### src/hdl/torque_ctrl_pkg.sv
package torque_ctrl_pkg;
	localparam logic [7:0] OFF_CFG = 8'h00;
	localparam logic [7:0] OFF_ACCEL = 8'h04;
	localparam logic [7:0] OFF_DECEL = 8'h08;
	localparam logic [7:0] OFF_SPD_LIM = 8'h0c;
	localparam logic [7:0] OFF_TRQ_CMD = 8'h10;
	localparam logic [7:0] OFF_TRQ_LIM = 8'h14;
	localparam logic [7:0] OFF_STATUS = 8'h18;
	localparam logic [7:0] OFF_IRQ_STAT = 8'h1c;
	localparam logic [7:0] OFF_IRQ_MASK = 8'h20;
	localparam logic [7:0] OFF_NOTCH = 8'h24;

	localparam int CFG_NF_LSB = 0;
	localparam int CFG_ND_LSB = 8;
	localparam int CFG_PF_LSB = 16;
	localparam int CFG_PAT_LSB = 20;
	localparam int CFG_CAR_LSB = 24;

	localparam logic [15:0] ACCEL_RST = 16'h0064;
	localparam logic [15:0] DECEL_RST = 16'h0064;
	localparam logic [15:0] SPD_LIM_RST = 16'h0000;
	localparam logic [15:0] TRQ_LIM_RST = 16'h1000;

	localparam int IRQ_SPD = 0;
	localparam int IRQ_OC = 1;
	localparam int IRQ_OPP = 2;
	localparam int IRQ_W = 3;

	localparam int CLK_PERIOD_NS = 20;
	localparam int CTRL_PERIOD_NS = 1000;
	localparam int CTRL_DIV = CTRL_PERIOD_NS / CLK_PERIOD_NS;
	localparam int KP_SHIFT = 2;

	localparam int NOTCH_MAX = 60;
	localparam int NOTCH_BASE_DHZ = 10000;
	localparam logic [7:0] GAIN_DEPTH0 = 8'hd8;
	localparam logic [7:0] GAIN_DEPTH1 = 8'hf2;
	localparam logic [7:0] GAIN_DEPTH2 = 8'hf8;
	localparam logic [7:0] GAIN_DEPTH3 = 8'hfc;

	localparam logic [3:0] CARRIER_KHZ0 = 4'h2;
	localparam logic [3:0] CARRIER_KHZ1 = 4'h6;
	localparam logic [3:0] CARRIER_KHZ2 = 4'ha;
	localparam logic [3:0] CARRIER_KHZ3 = 4'he;

	localparam logic [3:0] PF_UV1 = 4'hb;
	localparam logic [3:0] PF_UV2 = 4'hc;
	localparam logic [3:0] PF_PLAIN1 = 4'h1;
	localparam logic [3:0] PF_PLAIN2 = 4'h2;

	typedef enum {ST_IDLE, ST_TORQUE, ST_SPEED, ST_TRIP} ctrl_state_t;

	typedef struct packed {
		logic enable;
		logic [13:0] freq_dhz;
		logic signed [7:0] gain_db;
	} notch_t;

	typedef struct packed {
		logic signed [16:0] torque;
		logic torque_fwd;
		logic speed_ctrl;
		logic overcurrent_trip;
		logic opp_rot_fault;
		logic uv_avoid_en;
		logic [3:0] pf_stop_eff;
		logic [3:0] carrier_khz;
	} drive_t;
endpackage

### src/hdl/notch_decode.sv
`timescale 1ns/1ps
module notch_decode (
	input wire logic [5:0] freq_sel,
	input wire logic [1:0] depth_sel,
	output torque_ctrl_pkg::notch_t notch
);
	logic [13:0] rom [0:63];

	// Centre frequency in 0.1 Hz units is the base divided by the selector, rounded.
	for (genvar i = 0; i < 64; i++)
	begin : g_rom
		if (i == 0 || i > torque_ctrl_pkg::NOTCH_MAX)
		begin : g_off
			assign rom[i] = 14'h0000;
		end
		else
		begin : g_on
			localparam int F = (torque_ctrl_pkg::NOTCH_BASE_DHZ + i / 2) / i;
			assign rom[i] = 14'(F);
		end
	end

	always_comb
	begin
		notch.enable = (freq_sel != 6'h00) && (int'(freq_sel) <= torque_ctrl_pkg::NOTCH_MAX);
		notch.freq_dhz = rom[freq_sel];
		case (depth_sel)
			2'h0: notch.gain_db = torque_ctrl_pkg::GAIN_DEPTH0;
			2'h1: notch.gain_db = torque_ctrl_pkg::GAIN_DEPTH1;
			2'h2: notch.gain_db = torque_ctrl_pkg::GAIN_DEPTH2;
			default: notch.gain_db = torque_ctrl_pkg::GAIN_DEPTH3;
		endcase
	end
endmodule // notch_decode

### src/hdl/torque_mode_speed_limit_ctrl.sv
// Local design decisions: the APB register port and the register addresses.
`timescale 1ns/1ps
// Summary of operation
// [RULE1] Notch selector 0 off, 1..60 falling frequency
// [RULE2] Depth 3..0 gives -4,-8,-14,-40 dB
// [RULE3] Below speed limit run torque control
// [RULE4] At or above limit switch to speed
// [RULE5] Unset speed limit means zero limit
// [RULE6] Forward start ramps limit up by accel
// [RULE7] Start removed ramps limit down by decel
// [RULE8] Zero ramp time: stop forces speed control
// [RULE9] Direction from command sign and start
// [RULE10] Speed control clamps at torque limit
// [RULE11] No undervoltage avoidance; 11/12 act 1/2 (code: torque state only; in other states 11/12 enable avoidance)
// [RULE12] Start swap in torque mode trips
// [RULE13] Software should choose linear ramp pattern
// [RULE14] Carrier only 2, 6, 10, 14 kHz
// [RULE15] Compare speed and limit each tick
module torque_mode_speed_limit_ctrl (
	input wire logic pclk,
	input wire logic presetn,
	input wire logic psel,
	input wire logic penable,
	input wire logic pwrite,
	input wire logic [7:0] paddr,
	input wire logic [31:0] pwdata,
	output logic [31:0] prdata,
	output logic pready,
	output logic pslverr,
	input wire logic forward_start_cmd,
	input wire logic reverse_start_cmd,
	input wire logic [15:0] speed_meas,
	output torque_ctrl_pkg::drive_t drive,
	output torque_ctrl_pkg::notch_t notch,
	output logic irq
);
	logic [31:0] cfg_reg, cfg_next;
	logic [15:0] accel_reg, accel_next, decel_reg, decel_next;
	logic [15:0] spd_lim_reg, spd_lim_next, trq_lim_reg, trq_lim_next;
	logic signed [15:0] trq_cmd_reg, trq_cmd_next;
	logic [2:0] irq_stat_reg, irq_stat_next, irq_mask_reg, irq_mask_next;
	logic [31:0] prdata_reg, prdata_next;
	logic [1:0] sync1_reg, sync2_reg, prev_reg;
	logic [5:0] div_reg, div_next;
	logic [15:0] limit_reg, limit_next, rcnt_reg, rcnt_next;
	logic force_reg, force_next;
	torque_ctrl_pkg::ctrl_state_t state_reg, state_next;
	torque_ctrl_pkg::drive_t drive_reg, drive_next;
	torque_ctrl_pkg::notch_t notch_reg, notch_dec;
	logic wr, rd_setup, hit, tick, run, fwd, rev, swap, oc_evt, opp_evt, spd_evt, at_limit;
	logic [15:0] target, rtime;
	logic [2:0] events;
	logic signed [16:0] mag, err, clamp_hi;
	logic signed [18:0] pterm;
	logic [3:0] pf_sel;

	assign wr = psel && penable && pwrite;
	assign rd_setup = psel && !penable && !pwrite;
	assign pready = 1'b1;
	assign pslverr = psel && penable && !hit;
	assign prdata = prdata_reg;
	assign drive = drive_reg;
	assign notch = notch_reg;
	assign irq = |(irq_stat_reg & irq_mask_reg);
	assign fwd = sync2_reg[0];
	assign rev = sync2_reg[1];
	assign run = fwd || rev;
	assign pf_sel = cfg_reg[torque_ctrl_pkg::CFG_PF_LSB +: 4];

	notch_decode u_notch (
		.freq_sel(cfg_reg[torque_ctrl_pkg::CFG_NF_LSB +: 6]),
		.depth_sel(cfg_reg[torque_ctrl_pkg::CFG_ND_LSB +: 2]),
		.notch(notch_dec)
	);

	always_comb
	begin
		case (paddr)
			torque_ctrl_pkg::OFF_CFG, torque_ctrl_pkg::OFF_ACCEL, torque_ctrl_pkg::OFF_DECEL,
			torque_ctrl_pkg::OFF_SPD_LIM, torque_ctrl_pkg::OFF_TRQ_CMD, torque_ctrl_pkg::OFF_TRQ_LIM,
			torque_ctrl_pkg::OFF_STATUS, torque_ctrl_pkg::OFF_IRQ_STAT, torque_ctrl_pkg::OFF_IRQ_MASK,
			torque_ctrl_pkg::OFF_NOTCH: hit = 1'b1;
			default: hit = 1'b0;
		endcase
	end

	// Register file; hardware events win over a write-one-to-clear in the same cycle.
	always_comb
	begin
		cfg_next = cfg_reg;
		accel_next = accel_reg;
		decel_next = decel_reg;
		spd_lim_next = spd_lim_reg;
		trq_cmd_next = trq_cmd_reg;
		trq_lim_next = trq_lim_reg;
		irq_mask_next = irq_mask_reg;
		irq_stat_next = irq_stat_reg;
		prdata_next = prdata_reg;
		if (wr)
		begin
			case (paddr)
				torque_ctrl_pkg::OFF_CFG: cfg_next = pwdata & 32'h033f_033f;
				torque_ctrl_pkg::OFF_ACCEL: accel_next = pwdata[15:0];
				torque_ctrl_pkg::OFF_DECEL: decel_next = pwdata[15:0];
				torque_ctrl_pkg::OFF_SPD_LIM: spd_lim_next = pwdata[15:0];
				torque_ctrl_pkg::OFF_TRQ_CMD: trq_cmd_next = pwdata[15:0];
				torque_ctrl_pkg::OFF_TRQ_LIM: trq_lim_next = {1'b0, pwdata[14:0]};
				torque_ctrl_pkg::OFF_IRQ_STAT: irq_stat_next = irq_stat_reg & ~pwdata[2:0];
				torque_ctrl_pkg::OFF_IRQ_MASK: irq_mask_next = pwdata[2:0];
				default: ;
			endcase
		end
		irq_stat_next = irq_stat_next | events;
		if (rd_setup)
		begin
			case (paddr)
				torque_ctrl_pkg::OFF_CFG: prdata_next = cfg_reg;
				torque_ctrl_pkg::OFF_ACCEL: prdata_next = {16'h0000, accel_reg};
				torque_ctrl_pkg::OFF_DECEL: prdata_next = {16'h0000, decel_reg};
				torque_ctrl_pkg::OFF_SPD_LIM: prdata_next = {16'h0000, spd_lim_reg};
				torque_ctrl_pkg::OFF_TRQ_CMD: prdata_next = {16'h0000, trq_cmd_reg};
				torque_ctrl_pkg::OFF_TRQ_LIM: prdata_next = {16'h0000, trq_lim_reg};
				torque_ctrl_pkg::OFF_STATUS: prdata_next = {limit_reg, 11'h000, force_reg,
					drive_reg.torque_fwd, state_reg == torque_ctrl_pkg::ST_TRIP,
					state_reg == torque_ctrl_pkg::ST_SPEED, state_reg == torque_ctrl_pkg::ST_TORQUE};
				torque_ctrl_pkg::OFF_IRQ_STAT: prdata_next = {29'h0000_0000, irq_stat_reg};
				torque_ctrl_pkg::OFF_IRQ_MASK: prdata_next = {29'h0000_0000, irq_mask_reg};
				torque_ctrl_pkg::OFF_NOTCH: prdata_next = {8'h00, notch_reg.gain_db, 1'b0,
					notch_reg.enable, notch_reg.freq_dhz};
				default: prdata_next = 32'h0000_0000;
			endcase
		end
	end

	always_ff @(posedge pclk or negedge presetn)
	begin
		if (!presetn)
		begin
			cfg_reg <= 32'h0000_0000;
			accel_reg <= torque_ctrl_pkg::ACCEL_RST;
			decel_reg <= torque_ctrl_pkg::DECEL_RST;
			spd_lim_reg <= torque_ctrl_pkg::SPD_LIM_RST; // [RULE5]
			trq_cmd_reg <= 16'h0000;
			trq_lim_reg <= torque_ctrl_pkg::TRQ_LIM_RST;
			irq_stat_reg <= 3'h0;
			irq_mask_reg <= 3'h0;
			prdata_reg <= 32'h0000_0000;
			notch_reg <= '0;
		end
		else
		begin
			cfg_reg <= cfg_next;
			accel_reg <= accel_next;
			decel_reg <= decel_next;
			spd_lim_reg <= spd_lim_next;
			trq_cmd_reg <= trq_cmd_next;
			trq_lim_reg <= trq_lim_next;
			irq_stat_reg <= irq_stat_next;
			irq_mask_reg <= irq_mask_next;
			prdata_reg <= prdata_next;
			notch_reg <= notch_dec; // [RULE1] [RULE2]
		end
	end

	// Start pins are asynchronous to pclk, so they are synchronised before use.
	always_ff @(posedge pclk or negedge presetn)
	begin
		if (!presetn)
		begin
			sync1_reg <= 2'h0;
			sync2_reg <= 2'h0;
			prev_reg <= 2'h0;
		end
		else
		begin
			sync1_reg <= {reverse_start_cmd, forward_start_cmd};
			sync2_reg <= sync1_reg;
			prev_reg <= sync2_reg;
		end
	end

	assign tick = (div_reg == 6'(torque_ctrl_pkg::CTRL_DIV - 1));
	assign target = run ? spd_lim_reg : 16'h0000;
	assign rtime = (limit_reg < target) ? accel_reg : decel_reg;
	assign at_limit = speed_meas >= limit_reg;
	// A direct swap is only caught while torque control owns the motor.
	assign swap = (state_reg == torque_ctrl_pkg::ST_TORQUE) && (prev_reg != sync2_reg) &&
		(prev_reg == 2'h1 || prev_reg == 2'h2) && (sync2_reg == 2'h1 || sync2_reg == 2'h2);
	assign oc_evt = swap && (speed_meas == 16'h0000); // [RULE12]
	assign opp_evt = swap && (speed_meas != 16'h0000); // [RULE12]

	always_comb
	begin
		div_next = tick ? 6'h00 : div_reg + 6'h01;
		limit_next = limit_reg;
		rcnt_next = rcnt_reg;
		force_next = force_reg;
		state_next = state_reg;
		if (tick && limit_reg != target)
		begin
			if (rtime == 16'h0000)
			begin
				limit_next = target;
				rcnt_next = 16'h0000;
			end
			else if (rcnt_reg >= rtime - 16'h0001)
			begin
				limit_next = (limit_reg < target) ? limit_reg + 16'h0001 : limit_reg - 16'h0001; // [RULE6] [RULE7]
				rcnt_next = 16'h0000;
			end
			else
			begin
				rcnt_next = rcnt_reg + 16'h0001;
			end
		end
		else if (tick)
		begin
			rcnt_next = 16'h0000;
		end
		// With a zero ramp time the limit would vanish at once, so speed control holds the stop.
		if (prev_reg != 2'h0 && !run && (accel_reg == 16'h0000 || decel_reg == 16'h0000))
		begin
			force_next = 1'b1; // [RULE8]
		end
		else if (prev_reg == 2'h0 && run)
		begin
			force_next = 1'b0;
		end
		if (oc_evt || opp_evt)
		begin
			state_next = torque_ctrl_pkg::ST_TRIP;
		end
		else
		begin
			case (state_reg)
				torque_ctrl_pkg::ST_IDLE:
					if (tick && run)
						state_next = at_limit ? torque_ctrl_pkg::ST_SPEED : torque_ctrl_pkg::ST_TORQUE; // [RULE15]
				torque_ctrl_pkg::ST_TORQUE:
					if (tick && (force_reg || at_limit))
						state_next = torque_ctrl_pkg::ST_SPEED; // [RULE4] [RULE5]
				torque_ctrl_pkg::ST_SPEED:
					if (tick && !run && limit_reg == 16'h0000 && speed_meas == 16'h0000)
						state_next = torque_ctrl_pkg::ST_IDLE;
					else if (tick && run && !force_reg && !at_limit)
						state_next = torque_ctrl_pkg::ST_TORQUE; // [RULE3] [RULE15]
				torque_ctrl_pkg::ST_TRIP:
					if (irq_stat_reg[torque_ctrl_pkg::IRQ_OPP:torque_ctrl_pkg::IRQ_OC] == 2'h0 && !run)
						state_next = torque_ctrl_pkg::ST_IDLE;
				default: state_next = torque_ctrl_pkg::ST_IDLE;
			endcase
		end
		spd_evt = (state_reg != torque_ctrl_pkg::ST_SPEED) && (state_next == torque_ctrl_pkg::ST_SPEED);
		events = 3'h0;
		events[torque_ctrl_pkg::IRQ_SPD] = spd_evt;
		events[torque_ctrl_pkg::IRQ_OC] = oc_evt;
		events[torque_ctrl_pkg::IRQ_OPP] = opp_evt;
	end

	// Drive outputs follow the present state one cycle later.
	always_comb
	begin
		mag = trq_cmd_reg[15] ? -17'(trq_cmd_reg) : 17'(trq_cmd_reg);
		err = $signed({1'b0, limit_reg}) - $signed({1'b0, speed_meas});
		pterm = 19'(err) <<< torque_ctrl_pkg::KP_SHIFT;
		clamp_hi = $signed({1'b0, trq_lim_reg});
		drive_next = '0;
		drive_next.torque_fwd = (!trq_cmd_reg[15]) == fwd; // [RULE9]
		drive_next.speed_ctrl = state_reg == torque_ctrl_pkg::ST_SPEED;
		drive_next.overcurrent_trip = irq_stat_reg[torque_ctrl_pkg::IRQ_OC];
		drive_next.opp_rot_fault = irq_stat_reg[torque_ctrl_pkg::IRQ_OPP];
		if (state_reg == torque_ctrl_pkg::ST_TORQUE)
		begin
			drive_next.torque = drive_next.torque_fwd ? mag : -mag; // [RULE3]
		end
		else if (state_reg == torque_ctrl_pkg::ST_SPEED)
		begin
			if (pterm > 19'(clamp_hi))
				drive_next.torque = clamp_hi; // [RULE10]
			else if (pterm < -19'(clamp_hi))
				drive_next.torque = -clamp_hi; // [RULE10]
			else
				drive_next.torque = 17'(pterm);
			if (rev)
				drive_next.torque = -drive_next.torque;
		end
		drive_next.uv_avoid_en = (state_reg != torque_ctrl_pkg::ST_TORQUE) &&
			(pf_sel == torque_ctrl_pkg::PF_UV1 || pf_sel == torque_ctrl_pkg::PF_UV2); // [RULE11]
		drive_next.pf_stop_eff = pf_sel;
		if (state_reg == torque_ctrl_pkg::ST_TORQUE && pf_sel == torque_ctrl_pkg::PF_UV1)
			drive_next.pf_stop_eff = torque_ctrl_pkg::PF_PLAIN1; // [RULE11]
		else if (state_reg == torque_ctrl_pkg::ST_TORQUE && pf_sel == torque_ctrl_pkg::PF_UV2)
			drive_next.pf_stop_eff = torque_ctrl_pkg::PF_PLAIN2; // [RULE11]
		case (cfg_reg[torque_ctrl_pkg::CFG_CAR_LSB +: 2])
			2'h0: drive_next.carrier_khz = torque_ctrl_pkg::CARRIER_KHZ0; // [RULE14]
			2'h1: drive_next.carrier_khz = torque_ctrl_pkg::CARRIER_KHZ1;
			2'h2: drive_next.carrier_khz = torque_ctrl_pkg::CARRIER_KHZ2;
			default: drive_next.carrier_khz = torque_ctrl_pkg::CARRIER_KHZ3;
		endcase
	end

	always_ff @(posedge pclk or negedge presetn)
	begin
		if (!presetn)
		begin
			div_reg <= 6'h00;
			limit_reg <= 16'h0000;
			rcnt_reg <= 16'h0000;
			force_reg <= 1'b0;
			state_reg <= torque_ctrl_pkg::ST_IDLE;
			drive_reg <= '0;
		end
		else
		begin
			div_reg <= div_next;
			limit_reg <= limit_next;
			rcnt_reg <= rcnt_next;
			force_reg <= force_next;
			state_reg <= state_next;
			drive_reg <= drive_next;
		end
	end
endmodule // torque_mode_speed_limit_ctrl

### config.mk
export PLATFORM = sky130hd
export DESIGN_NAME = torque_mode_speed_limit_ctrl
export DESIGN_NICKNAME = d
export VERILOG_FILES = /design/src/hdl/torque_ctrl_pkg.sv /design/src/hdl/notch_decode.sv /design/src/hdl/torque_mode_speed_limit_ctrl.sv
export SDC_FILE = /design/constraint.sdc
export NUM_CORES = 1
export LEC_CHECK = 0
export BUFFER_PORTS_ARGS = -buffer_cell sky130_fd_sc_hd__buf_2
export CELL_PAD_IN_SITES_DETAIL_PLACEMENT = 1
export CELL_PAD_IN_SITES_GLOBAL_PLACEMENT = 2
export CORE_MARGIN = 1.5
export CORE_UTILIZATION = 34
export CTS_CLUSTER_DIAMETER = 80
export DETAILED_ROUTE_END_ITERATION = 6
export PLACE_DENSITY = 0.8
export SYNTH_ARGS = -nofsm -noshare
export SYNTH_HDL_FRONTEND = slang
export SYNTH_SLANG_ARGS = --single-unit
### constraint.sdc
create_clock -name pclk -period 6.8 [get_ports pclk]
set_input_delay 1.36 -clock pclk [delete_from_list [all_inputs] [get_ports pclk]]
set_output_delay 1.36 -clock pclk [all_outputs]
set_load 0.02 [all_outputs]
==> metrics <==
TritonCTS buffer count=34; cell count after synthesis=1845; maximum vdd ir drop=around 0.14 mV; top cells by count, synth=dfrtp_1 (251), nand2_1 (172), nor2_1 (157); Crit. End Element=flop; worst hold path depth=0; most numerous cell in the Yosys netlist=dfrtp_1; Rows=81; share of the synthesized area in the top cell type=around 37%; Comb pwr share=20.7%; switching power=0.001329 W; total track usage=23.09%; status=finished, final reports clean; number of global-route vias before repair=roughly 16000; fin. max-slew vios=0; final worst-path cycle share=92.34%; Synth Register Bits=258; fin worst setup slack=0.5209 ns; routed wire length=~58000 um; final setup TNS=0 ns; Port Buffers=139; hold bufs inserted after CTS=0; setup slack, reg-to-reg=0.52 ns; Synth area leader=dfrtp_1; WP data required=7.29 ns; Slew headroom=between 20% and 30%; first-pass GRT wire length=a little over 90000 um; # diodes=0; Initial Util=34.49%; Clk pin slew, worst setup/hold paths=0.06 ns; top area cells in the synthesized netlist=dfrtp_1 (37%), ha_1 (8.6%), mux2_2 (7.5%); core area=between 40000 and 50000 um^2; Hold EP=sync2_reg[0]$_DFF_PN0_; Worst-Skew Late Latency=0.56 ns; final setup violation count=0; Internal Power=0.002942 W; CTS tree=built; RSZ-0062 raised after global routing=false; CP max-delay cell=or4b_2; clk root buf=clkbuf_16; Pwr Total=0.004271 W; synthesis-to-finish area growth=15.79%; die height=226.1 um; ys flop type=dfrtp_1; share of cells above drive strength 1=19.05%; Hold WS=0.3469 ns; vias per cell=5.544; setup bufs post-CTS=0; worst hold start=sync1_reg[0]$_DFF_PN0_; fmax=0.1593 GHz; CP Max Fanout=21; vias post-DR=14858; H-Tree Depth=2; setup slack at placement=0.1442 ns; YS warnings=0; DRT antenna net count=0; worst reg-to-reg path cell count=24; IO Pins=151; critical path cell sequence=inv_1, ha_2, nand2b_1, ha_1, a21o_1, a21o_1, a21o_1, a21oi_1, o221ai_4, mux2i_1, ha_1, o21ai_0, nor2_1, nand2_1, nor3_1, xor2_1, mux2i_1, ha_1, and4_1, o21ai_0, o211a_1, nand2b_1, or4b_2, nand3_1; largest stage delay on the critical path=0.69 ns; Leakage=9.373 nW; worst min path class=reg2reg; First-pass DRT Iterations=5; DRC violations left=0; average size of a mapped cell=9.171 um^2; grt total ovfl=0; number of synthesized flops with an enable pin=0; Sequential Power Share=38.1%; Slew @ Worst Pin=1.193 ns; crit path DAT=6.77 ns; die footprint=51110 um^2; CP Launch Point=sync2_reg[1]$_DFF_PN0_; Mapped Area=16920 um^2; min cycle time layout=approximately 6.3 ns; final core utilization=39.94%; initial detailed-routing violation count=942; Num Clock Sinks=around 260; CP top delay family=simple AND/OR/NAND/NOR gates; sequential element share of the synthesized area=a little under two fifths; DP HPWL=44520 um; clock network fraction of total power=41.2%; Final Skew=0.02181 ns; worst reg2reg path startpoint=sync2_reg[1]$_DFF_PN0_; Final #Nets=~2200; ys async rst share=100.0%; final hold violations=0; routability cong.=0.8893; switching share of power=between 30 and 40%; crit path buf inv count=1; PostCTS Resize Cnt=0; Critical Path Start Type=flop; initial antenna violation count=0; largest net degree at the start of global routing=~120; die width=226.1 um; wire per inst=roughly 22 um; CTS Buffer Depth=3; MaxCap Viol Count=0; PD cells=around 220 nW/um^2; count of different cell masters after synthesis=86; reg2reg end=limit_reg[15]$_DFFE_PN0P_; kind of critical path=reg2reg
==> per-layer routing <==
metal  track usage (%)  vias to the layer above  part of all wire [%]
met5                 0                        -                     0
met4             7.871                        0                   2.8
met3             2.654                       88                   3.4
met2             39.48                      279                    50
met1             30.19                     7540                    44
li1                  -                     6951                     -
==> power by group through the flow <==
stage / Combinational, W / Sequential [W] / Clock [W]
2_1_floorplan: 0.000568 / 0.00166 / 0
6_report: 0.000883 / 0.00163 / 0.00176
5_1_grt: 0.000983 / 0.00163 / 0.00185
3_5_place_dp: 0.000878 / 0.00165 / 0
3_3_place_gp: 0.000856 / 0.00165 / 0
4_1_cts: 0.000885 / 0.00163 / 0.00180
==> placed cells by master (no fill, tap or decap), types with 17 or more instances in the layout <==
cell,netlist,final
ha_1,116,115
inv_1,70,70
buf_2,4,138
nand3_1,61,61
xnor2_1,68,68
mux2i_1,26,26
and3_1,25,25
dfrtp_1,251,251
nor2_1,157,156
nand2_1,172,171
a21oi_1,93,93
o22ai_1,22,22
a222oi_1,19,19
buf_4,6,43
nand4_1,17,17
a31oi_1,24,24
mux2_2,112,112
o21ai_0,128,128
nand2b_1,30,30
nor3_1,43,42
xor2_1,35,35
clkbuf_16,0,35
nor4_1,32,32
a21o_1,28,28
conb_1,2,34
==> worst max path at each step <==
stage	endpoint	slack (ns)	cells after the start
floorplan	limit_reg[15]$_DFFE_PN0P_	0.36	32
global placement	drive[29]$_DFF_PN0_	0.34	21
detailed placement	drive[29]$_DFF_PN0_	0.14	22
CTS	rcnt_reg[6]$_DFFE_PN0P_	0.27	28
global route	rcnt_reg[6]$_DFFE_PN0P_	0.02	28
finish	limit_reg[15]$_DFFE_PN0P_	0.52	24
==> worst reg2reg max path: stages (launching register included) <==
cell and delay [ns]:
dfrtp_1 0.38, inv_1 0.15, ha_2 0.42, nand2b_1 0.25, ha_1 0.29, a21o_1 0.17
a21o_1 0.17, a21o_1 0.17, a21oi_1 0.24, o221ai_4 0.20, mux2i_1 0.37, ha_1 0.25
o21ai_0 0.16, nor2_1 0.34, nand2_1 0.15, nor3_1 0.21, xor2_1 0.18, mux2i_1 0.12
ha_1 0.32, and4_1 0.19, o21ai_0 0.09, o211a_1 0.30, nand2b_1 0.32, or4b_2 0.69
nand3_1 0.10
==> per-stage QoR <==
step	instance area, um^2	std cells
after floorplan	17040	1877
after global placement	18500	2619
after detailed placement	18500	2619
after CTS	19590	2680
after global routing	19590	2680
final	19590	2680
==> logic make-up after synthesis <==
logic type,count (synthesis),synth area share (%)
and+or+nand+nor,604,17.21
AOI/OAI and AO/OA,444,17.13
DFF,258,38.21
buffers and inverters,177,4.134
muxes,139,9.125
adders and majority gates,118,8.815
xor gates and xnor gates,103,5.332
other,2,0.04439
==> cell type report <==
class / count / area, um^2
flip-flops and latches: 258 / 6465
well taps: 664 / 830.8
fillers: 5773 / 29460
clock buffers: 48 / 974.7
multi-input cells: 1442 / 9910
clock inverters: 13 / 108.9
repair buffers: 182 / 1028
inverters: 73 / 274.0
Note: power is estimated with default switching activity, not from simulation.
